==> src/common/lp_ctrl_pkg.sv <==
/*
 * Package for the low-power mode controller: register offsets, field
 * positions, reset values, timing counts and the carrier structs.
 * Assumes a 10 MHz system clock and a 32-bit Avalon-MM register bus.
 */
package lp_ctrl_pkg;

	// Register byte addresses.
	localparam logic [7:0] ADDR_CTRL = 8'h00;
	localparam logic [7:0] ADDR_STATUS = 8'h04;
	localparam logic [7:0] ADDR_IRQ_STAT = 8'h08;
	localparam logic [7:0] ADDR_IRQ_MASK = 8'h0C;
	localparam logic [7:0] ADDR_WAKE_EN = 8'h10;
	localparam logic [7:0] ADDR_BKP_BASE = 8'h40;

	// Control register fields.
	localparam int CTRL_REQ_LSB = 0;
	localparam int CTRL_LPREG_BIT = 2;
	localparam int CTRL_BKSRAM_BIT = 3;
	localparam int CTRL_SLEEP_ON_BIT = 4;

	// Interrupt status bits.
	localparam int IRQ_WAKE_SLEEP = 0;
	localparam int IRQ_WAKE_STOP = 1;
	localparam int IRQ_WAKE_STBY = 2;
	localparam int IRQ_BATT = 3;
	localparam int IRQ_W = 4;

	// Backup register bank: 80 bytes of 32-bit words.
	localparam int BKP_BYTES = 80;
	localparam int BKP_WORDS = BKP_BYTES / 4;
	localparam int EXT_LINES = 16;
	localparam int WAKE_SRC_W = 23;

	// Reset values.
	localparam logic [31:0] CTRL_RST = 32'h0000_0000;
	localparam logic [IRQ_W-1:0] MASK_RST = 4'h0;
	localparam logic [WAKE_SRC_W-1:0] WAKE_EN_RST = 23'h00_0000;
	localparam logic [31:0] RD_UNMAPPED = 32'h0000_0000;

	// Power-on restart hold time after Standby exit.
	localparam int CLK_HZ = 10_000_000;
	localparam int POR_HOLD_US = 100;
	localparam int POR_HOLD_CYC = (POR_HOLD_US * (CLK_HZ / 1_000_000));
	localparam logic [15:0] POR_HOLD_CNT = 16'(POR_HOLD_CYC);

	typedef enum logic [2:0] {
		ST_RUN = 3'b000,
		ST_SLEEP = 3'b001,
		ST_STOP = 3'b010,
		ST_STBY = 3'b011,
		ST_POR = 3'b100
	} pwr_state_type;

	typedef enum logic [1:0] {
		REQ_NONE = 2'b00,
		REQ_SLEEP = 2'b01,
		REQ_STOP = 2'b10,
		REQ_STBY = 2'b11
	} mode_req_type;

	// Clock, oscillator and supply controls toward the analog domain.
	typedef struct packed {
		logic core_clk_en;
		logic periph_clk_en;
		logic pll_en;
		logic internal_rc_oscillator_en;
		logic external_crystal_oscillator_en;
		logic reg_on;
		logic reg_lp;
		logic core_rst;
		logic bksram_keep;
		logic aon_clk_en;
	} pwr_ctrl_type;

	// Wakeup sources from the always-on world.
	typedef struct packed {
		logic [EXT_LINES-1:0] ext_line;
		logic supply_level_detector;
		logic rtc_alarm;
		logic rtc_wakeup;
		logic rtc_tamper;
		logic rtc_tstamp;
		logic usb_wakeup;
		logic eth_wakeup;
	} wake_src_type;

endpackage

==> src/core/low_power_mode_controller.sv <==
/*
 * Low-power mode controller: Sleep, Stop and Standby sequencing, wakeup
 * sources, battery-domain supply selection and the backup register bank.
 * Assumes a 10 MHz clock, Avalon-MM register access, and that the reset
 * pin and watchdog arrive as separate asynchronous sources.
 */
// Our own choices: register access over Avalon-MM and the register addresses.
//
// Contract
// - Sleep halts only the core clock.
// - Any interrupt or event wakes Sleep.
// - Stop gates core clocks, PLL, oscillators.
// - Stop keeps core power, retains state.
// - Setting picks regulator mode during Stop.
// - Enabled event lines end Stop.
// - Standby powers off regulator and oscillators.
// - Standby loses state except backup domain; the code also keeps bksram_q and the IRQ status through it.
// - Reset, watchdog, pin edge, RTC leave Standby.
// - RTC and watchdog clocks keep running.
// - Backup bank survives every reset kind.
// - Backup supply from main, else battery.
// - On battery, events cause no exit.
`timescale 1ns/1ps
`default_nettype none
module low_power_mode_controller
	import lp_ctrl_pkg::*;
(
	// Clock and reset.
	input wire logic i_clk_sys,
	input wire logic i_rst,
	// Avalon-MM slave.
	input wire logic [7:0] i_avs_address,
	input wire logic i_avs_read,
	input wire logic i_avs_write,
	input wire logic [31:0] i_avs_writedata,
	input wire logic [3:0] i_avs_byteenable,
	output logic [31:0] o_avs_readdata,
	output logic o_avs_waitrequest,
	// Core-side events and resets.
	input wire logic i_periph_irq,
	input wire logic i_external_reset_pin_n,
	input wire logic i_independent_watchdog_rst,
	// Pins and always-on sources.
	input wire logic i_wakeup_pin,
	input wire logic i_main_supply_ok,
	input wire wake_src_type i_wake_src,
	// Power controls and status.
	output pwr_ctrl_type o_pwr,
	output logic o_battery_supply_sel,
	output logic [2:0] o_mode,
	output logic o_irq
);

	/*********************************************************************/
	/* Input synchronisation                                             */
	/*********************************************************************/
	localparam int SYNC_W = WAKE_SRC_W + 5;
	logic [SYNC_W-1:0] sync_in;
	logic [SYNC_W-1:0] sync_out;
	wake_src_type src_s;
	logic pin_s, rstpin_n_s, wdg_s, supply_s, irq_s;

	// The reset pin and supply are synchronised inverted, so that the
	// cleared synchroniser reads as idle and no false event follows reset.
	assign sync_in = {i_wake_src, i_wakeup_pin, ~i_external_reset_pin_n,
		i_independent_watchdog_rst, ~i_main_supply_ok, i_periph_irq};

	lp_sync2 #(.W(SYNC_W)) u_sync (
		.i_clk_sys(i_clk_sys),
		.i_rst(i_rst),
		.i_d(sync_in),
		.o_q(sync_out)
	);

	assign src_s = sync_out[SYNC_W-1:5];
	assign pin_s = sync_out[4];
	assign rstpin_n_s = ~sync_out[3];
	assign wdg_s = sync_out[2];
	assign supply_s = ~sync_out[1];
	assign irq_s = sync_out[0];

	/*********************************************************************/
	/* Registers                                                         */
	/*********************************************************************/
	pwr_state_type state_q;
	logic [1:0] req_q;
	logic lpreg_q, bksram_q;
	logic [WAKE_SRC_W-1:0] wake_en_q;
	logic [IRQ_W-1:0] irq_stat_q, irq_mask_q, irq_set;
	logic [31:0] bkp_q [BKP_WORDS];
	logic pin_prev_q, batt_q;
	logic [15:0] por_cnt_q;
	logic wr_acc, rd_acc, bkp_hit, stat_rd;
	logic [4:0] bkp_idx;
	logic [7:0] bkp_off;
	logic [31:0] rd_d;
	logic acc_q;

	// One wait cycle: every access completes on its second edge.
	assign wr_acc = i_avs_write & acc_q;
	assign rd_acc = i_avs_read & acc_q;
	assign bkp_off = i_avs_address - ADDR_BKP_BASE;
	assign bkp_idx = bkp_off[6:2];
	assign bkp_hit = (i_avs_address >= ADDR_BKP_BASE) &&
		(bkp_off < 8'(BKP_BYTES));
	assign stat_rd = rd_acc && (i_avs_address == ADDR_IRQ_STAT);

	always_ff @(posedge i_clk_sys or posedge i_rst) begin
		if (i_rst) begin
			acc_q <= 1'b0;
		end else begin
			acc_q <= (i_avs_read | i_avs_write) & ~acc_q;
		end
	end

	function automatic logic [31:0] be_merge(input logic [31:0] old_v,
		input logic [31:0] new_v, input logic [3:0] be);
		logic [31:0] r;
		r = old_v;
		for (int b = 0; b < 4; b++) begin
			if (be[b]) begin
				r[8*b +: 8] = new_v[8*b +: 8];
			end
		end
		return r;
	endfunction

	logic [31:0] wake_en_wr;

	assign wake_en_wr = be_merge({9'h000, wake_en_q}, i_avs_writedata,
		i_avs_byteenable);

	// Control and mask registers live in the retained core domain.
	always_ff @(posedge i_clk_sys or posedge i_rst) begin
		if (i_rst) begin
			lpreg_q <= CTRL_RST[CTRL_LPREG_BIT];
			bksram_q <= CTRL_RST[CTRL_BKSRAM_BIT];
			irq_mask_q <= MASK_RST;
			wake_en_q <= WAKE_EN_RST;
		end else if (state_q == ST_POR) begin
			lpreg_q <= CTRL_RST[CTRL_LPREG_BIT];
			irq_mask_q <= MASK_RST;
			wake_en_q <= WAKE_EN_RST;
		end else if (wr_acc) begin
			unique case (i_avs_address)
				ADDR_CTRL: begin
					if (i_avs_byteenable[0]) begin
						lpreg_q <= i_avs_writedata[CTRL_LPREG_BIT];
						bksram_q <= i_avs_writedata[CTRL_BKSRAM_BIT];
					end
				end
				ADDR_IRQ_MASK: begin
					if (i_avs_byteenable[0]) begin
						irq_mask_q <= i_avs_writedata[IRQ_W-1:0];
					end
				end
				ADDR_WAKE_EN: begin
					wake_en_q <= wake_en_wr[WAKE_SRC_W-1:0];
				end
				default: begin
				end
			endcase
		end
	end

	// Backup bank has no reset: it keeps its words through system reset,
	// power reset and Standby, since it sits on the backup supply.
	generate
		for (genvar g = 0; g < BKP_WORDS; g++) begin : g_bkp
			always_ff @(posedge i_clk_sys) begin
				if (wr_acc && bkp_hit && bkp_idx == 5'(g) && !batt_q) begin
					bkp_q[g] <= be_merge(bkp_q[g], i_avs_writedata,
						i_avs_byteenable);
				end
			end
		end
	endgenerate

	/*********************************************************************/
	/* Mode sequencer                                                    */
	/*********************************************************************/
	logic [WAKE_SRC_W-1:0] src_vec;
	logic stop_wake, stby_wake, sleep_wake, req_pulse;
	logic [1:0] req_val;

	assign src_vec = src_s;
	assign req_pulse = wr_acc && (i_avs_address == ADDR_CTRL) &&
		i_avs_byteenable[0];
	assign req_val = i_avs_writedata[CTRL_REQ_LSB +: 2];
	assign sleep_wake = irq_s | (|src_vec);
	assign stop_wake = |(src_vec & wake_en_q);
	assign stby_wake = ~rstpin_n_s | wdg_s | (pin_s & ~pin_prev_q) |
		src_s.rtc_alarm | src_s.rtc_wakeup | src_s.rtc_tamper |
		src_s.rtc_tstamp;

	always_ff @(posedge i_clk_sys or posedge i_rst) begin
		if (i_rst) begin
			pin_prev_q <= 1'b0;
		end else begin
			pin_prev_q <= pin_s;
		end
	end

	always_ff @(posedge i_clk_sys or posedge i_rst) begin
		if (i_rst) begin
			batt_q <= 1'b0;
		end else begin
			batt_q <= ~supply_s;
		end
	end

	always_ff @(posedge i_clk_sys or posedge i_rst) begin
		if (i_rst) begin
			req_q <= REQ_NONE;
		end else if (req_pulse && state_q == ST_RUN) begin
			req_q <= req_val;
		end else begin
			req_q <= REQ_NONE;
		end
	end

	always_ff @(posedge i_clk_sys or posedge i_rst) begin
		if (i_rst) begin
			state_q <= ST_RUN;
			por_cnt_q <= 16'h0000;
		end else if (batt_q) begin
			// On battery only the backup domain is alive; no event exits.
			state_q <= state_q;
		end else begin
			unique case (state_q)
				ST_RUN: begin
					unique case (mode_req_type'(req_q))
						REQ_SLEEP: state_q <= ST_SLEEP;
						REQ_STOP: state_q <= ST_STOP;
						REQ_STBY: state_q <= ST_STBY;
						REQ_NONE: state_q <= ST_RUN;
					endcase
				end
				ST_SLEEP: begin
					if (sleep_wake) begin
						state_q <= ST_RUN;
					end
				end
				ST_STOP: begin
					if (stop_wake) begin
						state_q <= ST_RUN;
					end
				end
				ST_STBY: begin
					if (stby_wake) begin
						state_q <= ST_POR;
						por_cnt_q <= POR_HOLD_CNT;
					end
				end
				ST_POR: begin
					if (por_cnt_q <= 16'h0001) begin
						state_q <= ST_RUN;
					end
					por_cnt_q <= por_cnt_q - 16'h0001;
				end
				default: state_q <= ST_RUN;
			endcase
		end
	end

	/*********************************************************************/
	/* Power controls                                                    */
	/*********************************************************************/
	pwr_ctrl_type pwr_d;

	always_comb begin
		pwr_d = '0;
		pwr_d.aon_clk_en = 1'b1;
		pwr_d.bksram_keep = bksram_q;
		unique case (state_q)
			ST_RUN: begin
				pwr_d.core_clk_en = 1'b1;
				pwr_d.periph_clk_en = 1'b1;
				pwr_d.pll_en = 1'b1;
				pwr_d.internal_rc_oscillator_en = 1'b1;
				pwr_d.external_crystal_oscillator_en = 1'b1;
				pwr_d.reg_on = 1'b1;
			end
			ST_SLEEP: begin
				pwr_d.periph_clk_en = 1'b1;
				pwr_d.pll_en = 1'b1;
				pwr_d.internal_rc_oscillator_en = 1'b1;
				pwr_d.external_crystal_oscillator_en = 1'b1;
				pwr_d.reg_on = 1'b1;
			end
			ST_STOP: begin
				// Clocks and oscillators off, regulator kept.
				pwr_d.reg_on = 1'b1;
				pwr_d.reg_lp = lpreg_q;
			end
			ST_STBY: begin
				pwr_d.core_rst = 1'b1;
			end
			ST_POR: begin
				pwr_d.reg_on = 1'b1;
				pwr_d.internal_rc_oscillator_en = 1'b1;
				pwr_d.core_rst = 1'b1;
			end
			default: begin
			end
		endcase
		if (batt_q) begin
			pwr_d = '0;
			pwr_d.aon_clk_en = 1'b1;
			pwr_d.bksram_keep = bksram_q;
			pwr_d.core_rst = 1'b1;
		end
	end

	always_ff @(posedge i_clk_sys or posedge i_rst) begin
		if (i_rst) begin
			o_pwr <= '0;
			o_battery_supply_sel <= 1'b0;
			o_mode <= 3'h0;
		end else begin
			o_pwr <= pwr_d;
			o_battery_supply_sel <= batt_q;
			o_mode <= state_q;
		end
	end

	/*********************************************************************/
	/* Interrupts                                                        */
	/*********************************************************************/
	assign irq_set[IRQ_WAKE_SLEEP] = (state_q == ST_SLEEP) & sleep_wake &
		~batt_q;
	assign irq_set[IRQ_WAKE_STOP] = (state_q == ST_STOP) & stop_wake &
		~batt_q;
	assign irq_set[IRQ_WAKE_STBY] = (state_q == ST_POR) &&
		(por_cnt_q == 16'h0001) && !batt_q;
	assign irq_set[IRQ_BATT] = ~batt_q & ~supply_s;

	// A new event in the clearing read's cycle stays set.
	always_ff @(posedge i_clk_sys or posedge i_rst) begin
		if (i_rst) begin
			irq_stat_q <= '0;
		end else begin
			irq_stat_q <= (stat_rd ? '0 : irq_stat_q) | irq_set;
		end
	end

	always_ff @(posedge i_clk_sys or posedge i_rst) begin
		if (i_rst) begin
			o_irq <= 1'b0;
		end else begin
			o_irq <= |(irq_stat_q & irq_mask_q);
		end
	end

	/*********************************************************************/
	/* Read path                                                         */
	/*********************************************************************/
	always_comb begin
		rd_d = RD_UNMAPPED;
		if (bkp_hit) begin
			rd_d = bkp_q[bkp_idx];
		end else begin
			unique case (i_avs_address)
				ADDR_CTRL: rd_d = {27'h000_0000, 1'b0, bksram_q,
					lpreg_q, 2'b00};
				ADDR_STATUS: rd_d = {27'h000_0000, batt_q, 1'b0,
					state_q};
				ADDR_IRQ_STAT: rd_d = {28'h000_0000, irq_stat_q};
				ADDR_IRQ_MASK: rd_d = {28'h000_0000, irq_mask_q};
				ADDR_WAKE_EN: rd_d = {9'h000, wake_en_q};
				default: rd_d = RD_UNMAPPED;
			endcase
		end
	end

	always_ff @(posedge i_clk_sys or posedge i_rst) begin
		if (i_rst) begin
			o_avs_readdata <= 32'h0000_0000;
			o_avs_waitrequest <= 1'b1;
		end else begin
			o_avs_readdata <= rd_d;
			o_avs_waitrequest <= ~((i_avs_read | i_avs_write) & ~acc_q);
		end
	end

endmodule
`default_nettype wire

==> src/core/lp_sync2.sv <==
/*
 * Two-flop synchroniser, one per bit, for inputs from pins and the
 * always-on domain. Assumes one system clock.
 */
`timescale 1ns/1ps
`default_nettype none
module lp_sync2 #(
	parameter int W = 1
) (
	// Clock and reset.
	input wire logic i_clk_sys,
	input wire logic i_rst,
	// Data.
	input wire logic [W-1:0] i_d,
	output logic [W-1:0] o_q
);
	logic [W-1:0] meta_q;

	// The first stage feeds only the second stage.
	always_ff @(posedge i_clk_sys or posedge i_rst) begin
		if (i_rst) begin
			meta_q <= '0;
			o_q <= '0;
		end else begin
			meta_q <= i_d;
			o_q <= meta_q;
		end
	end
endmodule
`default_nettype wire

==> config.mk <==
export PLATFORM = sky130hd
export DESIGN_NAME = low_power_mode_controller
export DESIGN_NICKNAME = d
export VERILOG_FILES = /design/src/common/lp_ctrl_pkg.sv /design/src/core/low_power_mode_controller.sv /design/src/core/lp_sync2.sv
export SDC_FILE = /design/constraint.sdc
export NUM_CORES = 1
export LEC_CHECK = 0
export ABC_AREA = 1
export BUFFER_PORTS_ARGS = -buffer_cell sky130_fd_sc_hd__buf_4
export CAP_MARGIN = 20
export CORE_ASPECT_RATIO = 1.75
export CORE_MARGIN = 5
export CORE_UTILIZATION = 44
export DETAILED_ROUTE_END_ITERATION = 7
export SLEW_MARGIN = 0
export SYNTH_ARGS = -nofsm -noshare
export SYNTH_HDL_FRONTEND = slang
export SYNTH_SLANG_ARGS = --single-unit
==> constraint.sdc <==
create_clock -name i_clk_sys -period 12.2 [get_ports i_clk_sys]
set_input_delay 2.44 -clock i_clk_sys [delete_from_list [all_inputs] [get_ports i_clk_sys]]
set_output_delay 2.44 -clock i_clk_sys [all_outputs]
set_load 0.005 [all_outputs]
==> results of run 1 <==
[layer usage]
metal	up-vias	wire length (microns)
met2	837	44700
met1	9743	31600
li1	8850	-
met3	190	5610
met4	0	4880
met5	-	0
[logic make-up after synthesis]
| kind of cell | count (synthesis) |
|---|---|
| buffers and inverters | 186 |
| XOR/XNOR | 2 |
| AND/OR/NAND/NOR | 1312 |
| multiplexers | 1 |
| flip-flops | 799 |
| other | 1 |
| adder cells (fa/ha/maj) | 5 |
| AO/OA/AOI/OAI | 177 |
[cell usage in the layout (no fill, tap or decap), drive strengths merged, types with 21 or more instances in the layout]
cell / instances
dfrtp: 158
inv: 77
nand4: 126
nand2: 860
clkinv: 21
o21ai: 72
clkbuf: 87
a22oi: 86
buf: 137
nor2: 206
nand3: 106
edfxtp: 640
[where the power goes]
group	internal [mW]	switching, mW
registers	2.97	0.0147
logic	0.0771	0.211
clock network	1.17	0.986
total	4.21	1.21
[registers in the layout, summed over array words and instances (netlist names)]
register              flops
batt_q                    1
o_battery_supply_sel      1
o_avs_waitrequest         1
irq_mask_q                4
pin_prev_q                1
o_irq                     1
wake_en_q                23
o_pwr                     8
bkp_q                   640
irq_stat_q                4
lpreg_q                   1
o_mode                    3
o_avs_readdata           32
req_q                     2
acc_q                     1
bksram_q                  1
u_sync.meta_q            28
por_cnt_q                16
state_q                   3
u_sync.o_q               28
[area by class of cell]
type / count / area [sq um]
Clock buffer: 87 / 1880
Clock inverter: 38 / 323
Fill cell: 6106 / 34900
Inverter: 73 / 282
Multi-Input combinational cell: 1498 / 6800
Sequential cell: 799 / 23200
Tap cell: 910 / 1140
Timing Repair Buffer: 137 / 1040
[worst max-delay path by stage]
| stage | from | endpoint | slack (ns) | depth (start not counted) |
|---|---|---|---|---|
| after floorplan | i_rst | acc_q | 5.47 | 1 |
| after global placement | i_avs_address[6] | bkp_q[12][11] | 5.47 | 9 |
| after detailed placement | i_avs_address[6] | bkp_q[15][30] | 5.31 | 9 |
| after CTS | i_avs_address[6] | bkp_q[15][26] | 5.96 | 9 |
| after global routing | i_avs_address[6] | bkp_q[12][2] | 5.69 | 9 |
| final | i_avs_address[6] | bkp_q[12][14] | 5.83 | 9 |
[stage by stage]
stage / hold slack (ns) / area, sq um / util (%) / worst slack [ns]
CTS: 0.339 / 34700 / 49.9 / 5.96
global placement: 0.334 / 32400 / 46.7 / 5.47
finish: 0.338 / 34700 / 49.9 / 5.83
global route: 0.350 / 34700 / 49.9 / 5.69
floorplan: 0.331 / 30800 / - / 5.47
detailed placement: 0.335 / 32400 / 46.7 / 5.31
==> results_dict.tcl, run 1 <==
set metrics [dict create \
    async_reset_ff_share_pct 19.9 \
    worstHoldPathCells 0 \
    htree_levels 3 \
    reg2reg_to "bkp_q[12][14]" \
    cts_setup_buffers 0 \
    fin_worst_skew_ns 0.0266 \
    synthTopCellsByCount "nand2_1 (859), edfxtp_1 (640), nor2_1 (198), dfrtp_1 (158), nand4_1 (126)" \
    initial_core_util_pct 44.2 \
    syn_area_sq_um 30800 \
    synth.avg_cell_area_sq_um 12.4 \
    grt_usage_pct 22.7 \
    viasPerCell 5.54 \
    synthCells 2483 \
    place.gp.congestion 0.965 \
    clk_pin_slew_ns 0.06 \
    busiest_layer "met2" \
    synth_seq_cells 799 \
    dp.cells 3417 \
    irDropWorstVdd_mv 0.133 \
    seq_area_frac_synth_pct 75.4 \
    path_max_fanout 60 \
    cp-start-kind "primary input" \
    synth_xor_area_share_pct 0.0570 \
    tritoncts "done" \
    synth_top_family_by_area "simple AND/OR/NAND/NOR gates" \
    timing.rr.start "batt_q" \
    critPathMaxStageDelay_ns 0.73 \
    critical_path_buf_inv_count 3 \
    fin_crit_sh_pct 52.2 \
    die_y_microns 360 \
    dp_hpwl_microns 57900 \
    synth_cell_type_count 40 \
    holdCritStartpoint "u_sync.meta_q[15]" \
    setup-tns-final_ns 0 \
    maxSlewViolCount 0 \
    r2r_cells 3 \
    grt_pass1_wl_microns 128000 \
    yosysWarningCount 0 \
    drc_errors 0 \
    cp_slowest_cell "nor2_1" \
    yosysMostFrequentCell "nand2_1" \
    use_met1_pct 27.1 \
    required_ns 12.42 \
    num-nets-final 2659 \
    drv_cap 0 \
    finalSetupViolations 0 \
    cts_buffers 69 \
    die_area_sq_um 75500 \
    power.total_mw 5.43 \
    ant_nets 0 \
    yosysTopAreaCellShare_pct 62.5 \
    min_path_type "reg2reg" \
    dominantRegCellSynth "edfxtp_1" \
    use_met3_pct 3.15 \
    timing.final.hold_violations 0 \
    crit_arrival_ns 6.60 \
    clk_latency_ns 0.61 \
    core_sq_um 69500 \
    r2r_slack_ns 9.21 \
    yosys-top-cells-area "edfxtp_1 (62%), dfrtp_1 (13%), nand2_1 (10%)" \
    grt.met2_usage_pct 40.0 \
    grt_setup_unrepaired "false" \
    status "completed" \
    finalNonFillerCells 3542 \
    cts_resized 0 \
    drt_wl_total_microns 86800 \
    path_delay_family "simple AND/OR/NAND/NOR gates" \
    num_rows 128 \
    max_slew_margin_pct 29.5 \
    drtIter0Drc 1764 \
    synth_mux_area_share_pct 0.0366 \
    maxClockFrequency_ghz 0.157 \
    drive_gt1_share_pct 10.6 \
    synthSimpleGateAreaFrac_pct 18.0 \
    cp_cell_sequence "buf_4 > clkinv_1 > ha_1 > inv_1 > nor3_4 > nand2_2 > nor2_2 > nand3_1 > nor2_1" \
    grt_pass1_vias 20265 \
    drt_first_pass_iters 6 \
    p_leak_nw 12.9 \
    die_w_microns 210 \
    synth_nets 2564 \
    gr-total-overflow 0 \
    worst_pin_slew_ns 1.06 \
    synth_top_area_cell "edfxtp_1" \
    holdBufCountCts 0 \
    crit_type "in2reg" \
    worstSetupEndpointType "register" \
    post-route-min-period_ns 6.37 \
    clock-sinks 799 \
    synthAdderAreaFrac_pct 0.203 \
    area_growth_syn_to_layout_pct 12.7 \
    min_to "u_sync.o_q[15]" \
    via_count 19620 \
    powerDensity_nw_per_um2 157 \
    detail_route.wl_per_cell_microns 24.5 \
    synth_edf_count 640 \
    root_buffer "clkbuf_16" \
    io_buffers 123 \
    grt_max_degree 97 \
    synth_compound_area_share_pct 3.73 \
    io_pins 124 \
    insertedDiodeCount 0 \
    cts.path.max_buffers 3 \
    grt_antenna_before_repair 0 \
]
Note: power is estimated with default switching activity, not from simulation.
==> inputs of run 2 (changes only) <==
ABC_AREA = 0   (was 1)
clock period = 5.1 ns   (was 12.2 ns; I/O delays follow)
==> run 2 against run 1 <==
Net effect: register-to-register slack worse by 7.1 ns; synthesized cell count down 33%; final cell count down 21%; utilization up 0.75 points; critical path depth down 1; combinational power up 130%; area after synthesis about the same; sequential share of layout area down 0.99 points; final area up 1.5%; non-clock buffer count up 28; clock skew down 0.0074 ns; critical endpoint unchanged; largest cell class unchanged; largest power group unchanged.
==> results_dict.tcl, run 2 <==
set metrics [dict create \
    crit_arrival_ns 3.91 \
    cts.path.max_buffers 3 \
    worstHoldPathCells 0 \
    die_area_sq_um 75500 \
    setup-tns-final_ns 0 \
    fin_util_pct 50.6 \
    p_sw_mw 2.86 \
    cts_buffers 72 \
    num_rows 128 \
    fin_worst_skew_ns 0.0192 \
    yosysMostFrequentCell "edfxtp_1" \
    fin_crit_sh_pct 71.3 \
    synthCells 1665 \
    worstSetupEndpointType "register" \
    finalSetupViolations 0 \
    cts_setup_buffers 0 \
    drive_gt1_share_pct 24.5 \
    required_ns 5.38 \
    reg2reg_to "bkp_q[18][27]" \
    core_sq_um 69500 \
    whs_ns 0.347 \
    grt_setup_unrepaired "false" \
    cp_cell_sequence "buf_4 > inv_1 > buf_4 > ha_1 > a21o_1 > nor4_1 > buf_4 > and2_1" \
    p_sw_share_pct 21.4 \
    holdCritStartpoint "u_sync.meta_q[25]" \
    min_to "u_sync.o_q[25]" \
    grt_antenna_before_repair 2 \
    final_common_cell "edfxtp_1" \
    io_buffers 123 \
    tritoncts "done" \
    detail_route.wl_per_cell_microns 28.4 \
    powerDensity_nw_per_um2 380 \
    syn_area_sq_um 30700 \
    place.gp.congestion 0.852 \
    power.internal_mw 10.5 \
    path_max_fanout 37 \
    gr-total-overflow 0 \
    initial_core_util_pct 44.2 \
    post-route-min-period_ns 3.64 \
    largest_reg_flops 640 \
    crit_type "in2reg" \
    grt_pass1_wl_microns 115000 \
    clk_latency_ns 0.64 \
    yosysWarningCount 0 \
    seq_area_frac_synth_pct 75.4 \
    clk_pin_slew_ns 0.06 \
    viasPerCell 5.76 \
    die_y_microns 360 \
    dp_slack_ns 0.942 \
    largest_registers "bkp_q: 640 flops, o_avs_readdata: 32 flops" \
    irDropWorstVdd_mv 0.243 \
    die_w_microns 210 \
    dominantRegCellSynth "edfxtp_1" \
    synth_edf_count 640 \
    clock-sinks 799 \
    p_leak_nw 12.1 \
    grt_usage_pct 20.8 \
    yosys-top-cells-area "edfxtp_1 (63%), dfrtp_1 (13%), mux4_2 (10%)" \
    top_register "bkp_q" \
    grt_pass1_vias 16788 \
    synth_top_area_cell "edfxtp_1" \
    drv_cap 0 \
    worst_pin_slew_ns 1.04 \
    r2r_slack_ns 2.14 \
    dp_hpwl_microns 54400 \
    cp_slowest_cell "nor4_1" \
    synth_nets 1746 \
    power.total_mw 13.4 \
    drtIter0Drc 1619 \
    clock_power_share_pct 41.5 \
    yosysTopAreaCellShare_pct 62.5 \
    cts_resized 0 \
    synth.avg_cell_area_sq_um 18.5 \
    drt_first_pass_iters 5 \
    max_slew_margin_pct 29.9 \
    maxClockFrequency_ghz 0.275 \
    cp-start-kind "primary input" \
    critPathMostFrequentCell "buf_4" \
    area_growth_syn_to_layout_pct 14.4 \
    num-nets-final 1891 \
    status "completed" \
    combPwrFrac_pct 5.0 \
    via_count 16020 \
    synth_cell_type_count 62 \
    mostFrequentLayoutCells "edfxtp_1 (640), buf_4 (161), dfrtp_1 (158)" \
    root_buffer "clkbuf_16" \
    r2r_cells 5 \
    synthTopCellsByCount "edfxtp_1 (640), dfrtp_1 (158), mux4_2 (137), nand2_1 (94), and2_1 (83)" \
    async_reset_ff_share_pct 19.9 \
    timing.final.ws_setup_ns 1.46 \
    grt_max_degree 83 \
    timing.rr.start "acc_q" \
    min_path_type "reg2reg" \
    io_pins 124 \
    maxSlewViolCount 0 \
    drc_errors 0 \
    timing.final.hold_violations 0 \
    holdBufCountCts 0 \
    synth_seq_cells 799 \
    drt_wl_total_microns 79100 \
    htree_levels 3 \
    critPathMaxStageDelay_ns 0.80 \
    ant_nets 0 \
    p_seq_share_pct 53.5 \
]
[run 2: cell types whose count changed after synthesis, sizes merged, moves of 74 or more]
cell   change
and2      +83
mux4     +137
nand2    -766
nand3     -74
nand4    -121
nor2     -164
[run 2: layout make-up]
cell class	count	area [sq um]
Fill cell	5615	34300
Antenna cell	2	5.00
Timing Repair Buffer	165	1280
Sequential cell	799	23200
Inverter	9	37.5
Clock inverter	40	428
Multi-Input combinational cell	763	7090
Tap cell	910	1140
Clock buffer	94	2000
[run 2: critical path: cells and delay by family]
| kind | cells | cell delay, ns |
|---|---|---|
| buf+inv | 4 | 1.07 |
| simple gates | 2 | 1.20 |
| fa+ha+maj | 1 | 0.27 |
| compound gates | 1 | 0.33 |
[run 2: stage by stage]
| stage | area, sq um | std cells |
|---|---|---|
| 3_5_place_dp | 32700 | 2645 |
| 3_3_place_gp | 32700 | 2645 |
| 4_1_cts | 35100 | 2779 |
| 5_1_grt | 35200 | 2780 |
| 6_report | 35200 | 2782 |
| 2_1_floorplan | 30800 | 1665 |
[run 2: layer usage]
layer | vias up | track usage [%] | wire length [microns]
li1 | 6897 | - | -
met1 | 8419 | 25.5 | 29600
met2 | 572 | 36.7 | 42000
met3 | 130 | 3.10 | 4280
met4 | 2 | 8.99 | 3260
met5 | - | 0 | 13
[run 2: power by group through the flow]
stage	logic (mW)	registers, mW	clock network, mW
6_report	0.672	7.14	5.55
4_1_cts	0.681	7.14	5.65
3_3_place_gp	0.672	7.28	0
5_1_grt	0.718	7.14	5.91
2_1_floorplan	0.334	7.27	0
3_5_place_dp	0.678	7.28	0
[run 2: kinds of logic after synthesis]
group | count (synthesis) | share of synthesized area (%)
XOR/XNOR | 12 | 0.342
flip-flops | 799 | 75.4
multiplexers | 197 | 12.1
other | 1 | 0.0122
adder cells (fa/ha/maj) | 6 | 0.236
buffers and inverters | 103 | 1.53
AO/OA/AOI/OAI | 214 | 4.58
AND/OR/NAND/NOR | 333 | 5.75
[run 2: worst max-delay path by stage]
stage	start	end	slack, ns	cells past startpoint
6_report	i_avs_address[6]	bkp_q[12][14]	1.46	8
5_1_grt	i_avs_address[6]	bkp_q[12][23]	1.40	8
4_1_cts	i_avs_address[6]	bkp_q[18][24]	1.62	8
3_5_place_dp	i_avs_address[6]	bkp_q[18][27]	0.94	8
3_3_place_gp	i_avs_address[6]	bkp_q[18][27]	1.0	8
2_1_floorplan	i_avs_address[6]	bkp_q[18][0]	1.51	9
==> inputs of run 3 (changes only) <==
clock period = 3.5 ns   (was 5.1 ns; I/O delays follow)
==> run 3 against run 2 <==
Net effect: largest cell class unchanged; utilization grew 0.67 points; first-iteration DRC count shrank 7.2%; critical endpoint is now bkp_q[18][26]; global-route usage is essentially flat.
==> results_dict.tcl, run 3 (synthesized netlist as in run 2, its figures left out) <==
set metrics [dict create \
    core_sq_um 69500 \
    die_w_microns 210 \
    mostFrequentLayoutCells "edfxtp_1 (640), buf_4 (222), dfrtp_1 (158)" \
    clk_pin_slew_ns 0.07 \
    clock-sinks 799 \
    timing.final.ws_setup_ns 0.811 \
    status "completed" \
    finalSetupViolations 0 \
    grt_max_degree 106 \
    drt_wl_total_microns 78600 \
    required_ns 3.78 \
    combPwrFrac_pct 5.2 \
    initial_core_util_pct 44.2 \
    largest_registers "bkp_q: 640 flops, o_avs_readdata: 32 flops" \
    place_area_sq_um 33300 \
    dp_slack_ns 0.192 \
    clk_latency_ns 0.63 \
    setup-tns-final_ns 0 \
    cts_buffers 71 \
    startpoint "i_avs_address[6]" \
    drt_first_pass_iters 5 \
    fin_worst_skew_ns 0.0240 \
    io_buffers 123 \
    maxSlewViolCount 0 \
    die_y_microns 360 \
    grt_pass1_wl_microns 115000 \
    cts.path.max_buffers 3 \
    drive_gt1_share_pct 27.1 \
    powerDensity_nw_per_um2 540 \
    grt_pass1_vias 17022 \
    max_slew_margin_pct 40.1 \
    cts_resized 0 \
    place.gp.congestion 0.884 \
    num_rows 128 \
    htree_levels 3 \
    crit_type "in2reg" \
    p_sw_share_pct 21.8 \
    final_common_cell "edfxtp_1" \
    fin_crit_sh_pct 76.8 \
    top_register "bkp_q" \
    worstSetupEndpointType "register" \
    cp-start-kind "primary input" \
    gr-total-overflow 0 \
    num-nets-final 1956 \
    fin_area_sq_um 35600 \
    timing.rr.start "batt_q" \
    holdBufCountCts 0 \
    cp_cell_sequence "buf_4 > inv_1 > ha_1 > nand2b_1 > or3_4 > or3_4 > nor3b_2 > and2_1" \
    io_pins 124 \
    p_sw_mw 4.20 \
    timing.final.hold_violations 0 \
    min_path_type "in2reg" \
    holdCritStartpoint "i_independent_watchdog_rst" \
    power.total_mw 19.2 \
    irDropWorstVdd_mv 0.293 \
    tritoncts "done" \
    via_count 16128 \
    dp_hpwl_microns 54000 \
    grt_antenna_before_repair 3 \
    power.internal_mw 15.0 \
    crit_arrival_ns 2.97 \
    drv_cap 0 \
    area_growth_syn_to_layout_pct 15.9 \
    maxClockFrequency_ghz 0.372 \
    detail_route.wl_per_cell_microns 27.6 \
    largest_reg_flops 640 \
    drtIter0Drc 1502 \
    cts_setup_buffers 0 \
    die_area_sq_um 75500 \
    root_buffer "clkbuf_16" \
    critPathMaxStageDelay_ns 0.46 \
    clock_power_share_pct 40.7 \
    cp_slowest_cell "nor3b_2" \
    grt_usage_pct 20.8 \
    path_max_fanout 8 \
    critPathMostFrequentCell "or3_4" \
    viasPerCell 5.67 \
    post-route-min-period_ns 2.69 \
    ant_nets 0 \
    p_seq_share_pct 54.1 \
    grt_setup_unrepaired "false" \
    whs_ns 0.169 \
    drc_errors 0 \
    p_leak_nw 12.4 \
    worst_pin_slew_ns 0.890 \
]
run 3: cell types whose count changed in the layout (fill, tap and decap cells not counted), moves of 2 or more:
cell        before  now
clkbuf_16       72   75
clkinvlp_4       5    7
clkinv_4         2    0
bufinv_16        7    3
clkinv_1         8   11
clkinv_2        11   15
buf_12           1    7
clkbuf_8        11    6
clkinv_8         1    4
inv_6            5    3
clkbuf_1        10    6
buf_4          161  222
run 3: final timing paths:
kind / depth (start not counted) / slack [ns] / to
worst min register to register: 0 / 0.35 / u_sync.o_q[1]
worst max register to register: 5 / 0.94 / bkp_q[5][11]
worst max-delay path: 8 / 0.81 / bkp_q[18][26]
worst min-delay path: 1 / 0.17 / u_sync.meta_q[2]
min in group asynchronous: 3 / 0.23 / u_sync.o_q[25]
max in group asynchronous: 3 / 2.68 / o_avs_readdata[21]
run 3: per-layer routing:
| metal | vias to the layer above | global-route usage [%] | wire length, microns |
|---|---|---|---|
| li1 | 7017 | - | - |
| met3 | 120 | 3.62 | 4670 |
| met4 | 4 | 6.71 | 2300 |
| met2 | 541 | 37.8 | 42600 |
| met5 | - | 0 | 27 |
| met1 | 8446 | 25.1 | 29000 |
run 3: area by class of cell:
| type | instances | area [sq um] |
|---|---|---|
| multi-input combinational | 763 | 7090 |
| timing repair buffer | 231 | 1830 |
| antenna | 1 | 2.50 |
| clock inverter | 44 | 360 |
| inverter | 9 | 37.5 |
| clock buffer | 87 | 1980 |
| tap | 910 | 1140 |
| sequential | 799 | 23200 |
| fill | 5669 | 33900 |
run 3: metrics by stage:
step                cells  util, %
floorplan            1665        -
detailed placement   2712     47.9
CTS                  2843     51.3
finish               2844     51.3
global route         2843     51.3
global placement     2712     47.9
run 3: worst max-delay path, delay by kind of cell:
kind | cells | cell delay (ns)
adder cells (fa/ha/maj) | 1 | 0.29
buffers and inverters | 2 | 0.17
AND/OR/NAND/NOR | 5 | 1.81
run 3: power groups by stage:
stage	Sequential, mW	Combinational, mW	Clock (mW)
5_1_grt	10.4	1.07	8.37
3_5_place_dp	10.6	1.01	0
6_report	10.4	0.998	7.84
4_1_cts	10.4	1.02	7.96
2_1_floorplan	10.6	0.486	0
3_3_place_gp	10.6	1.00	0
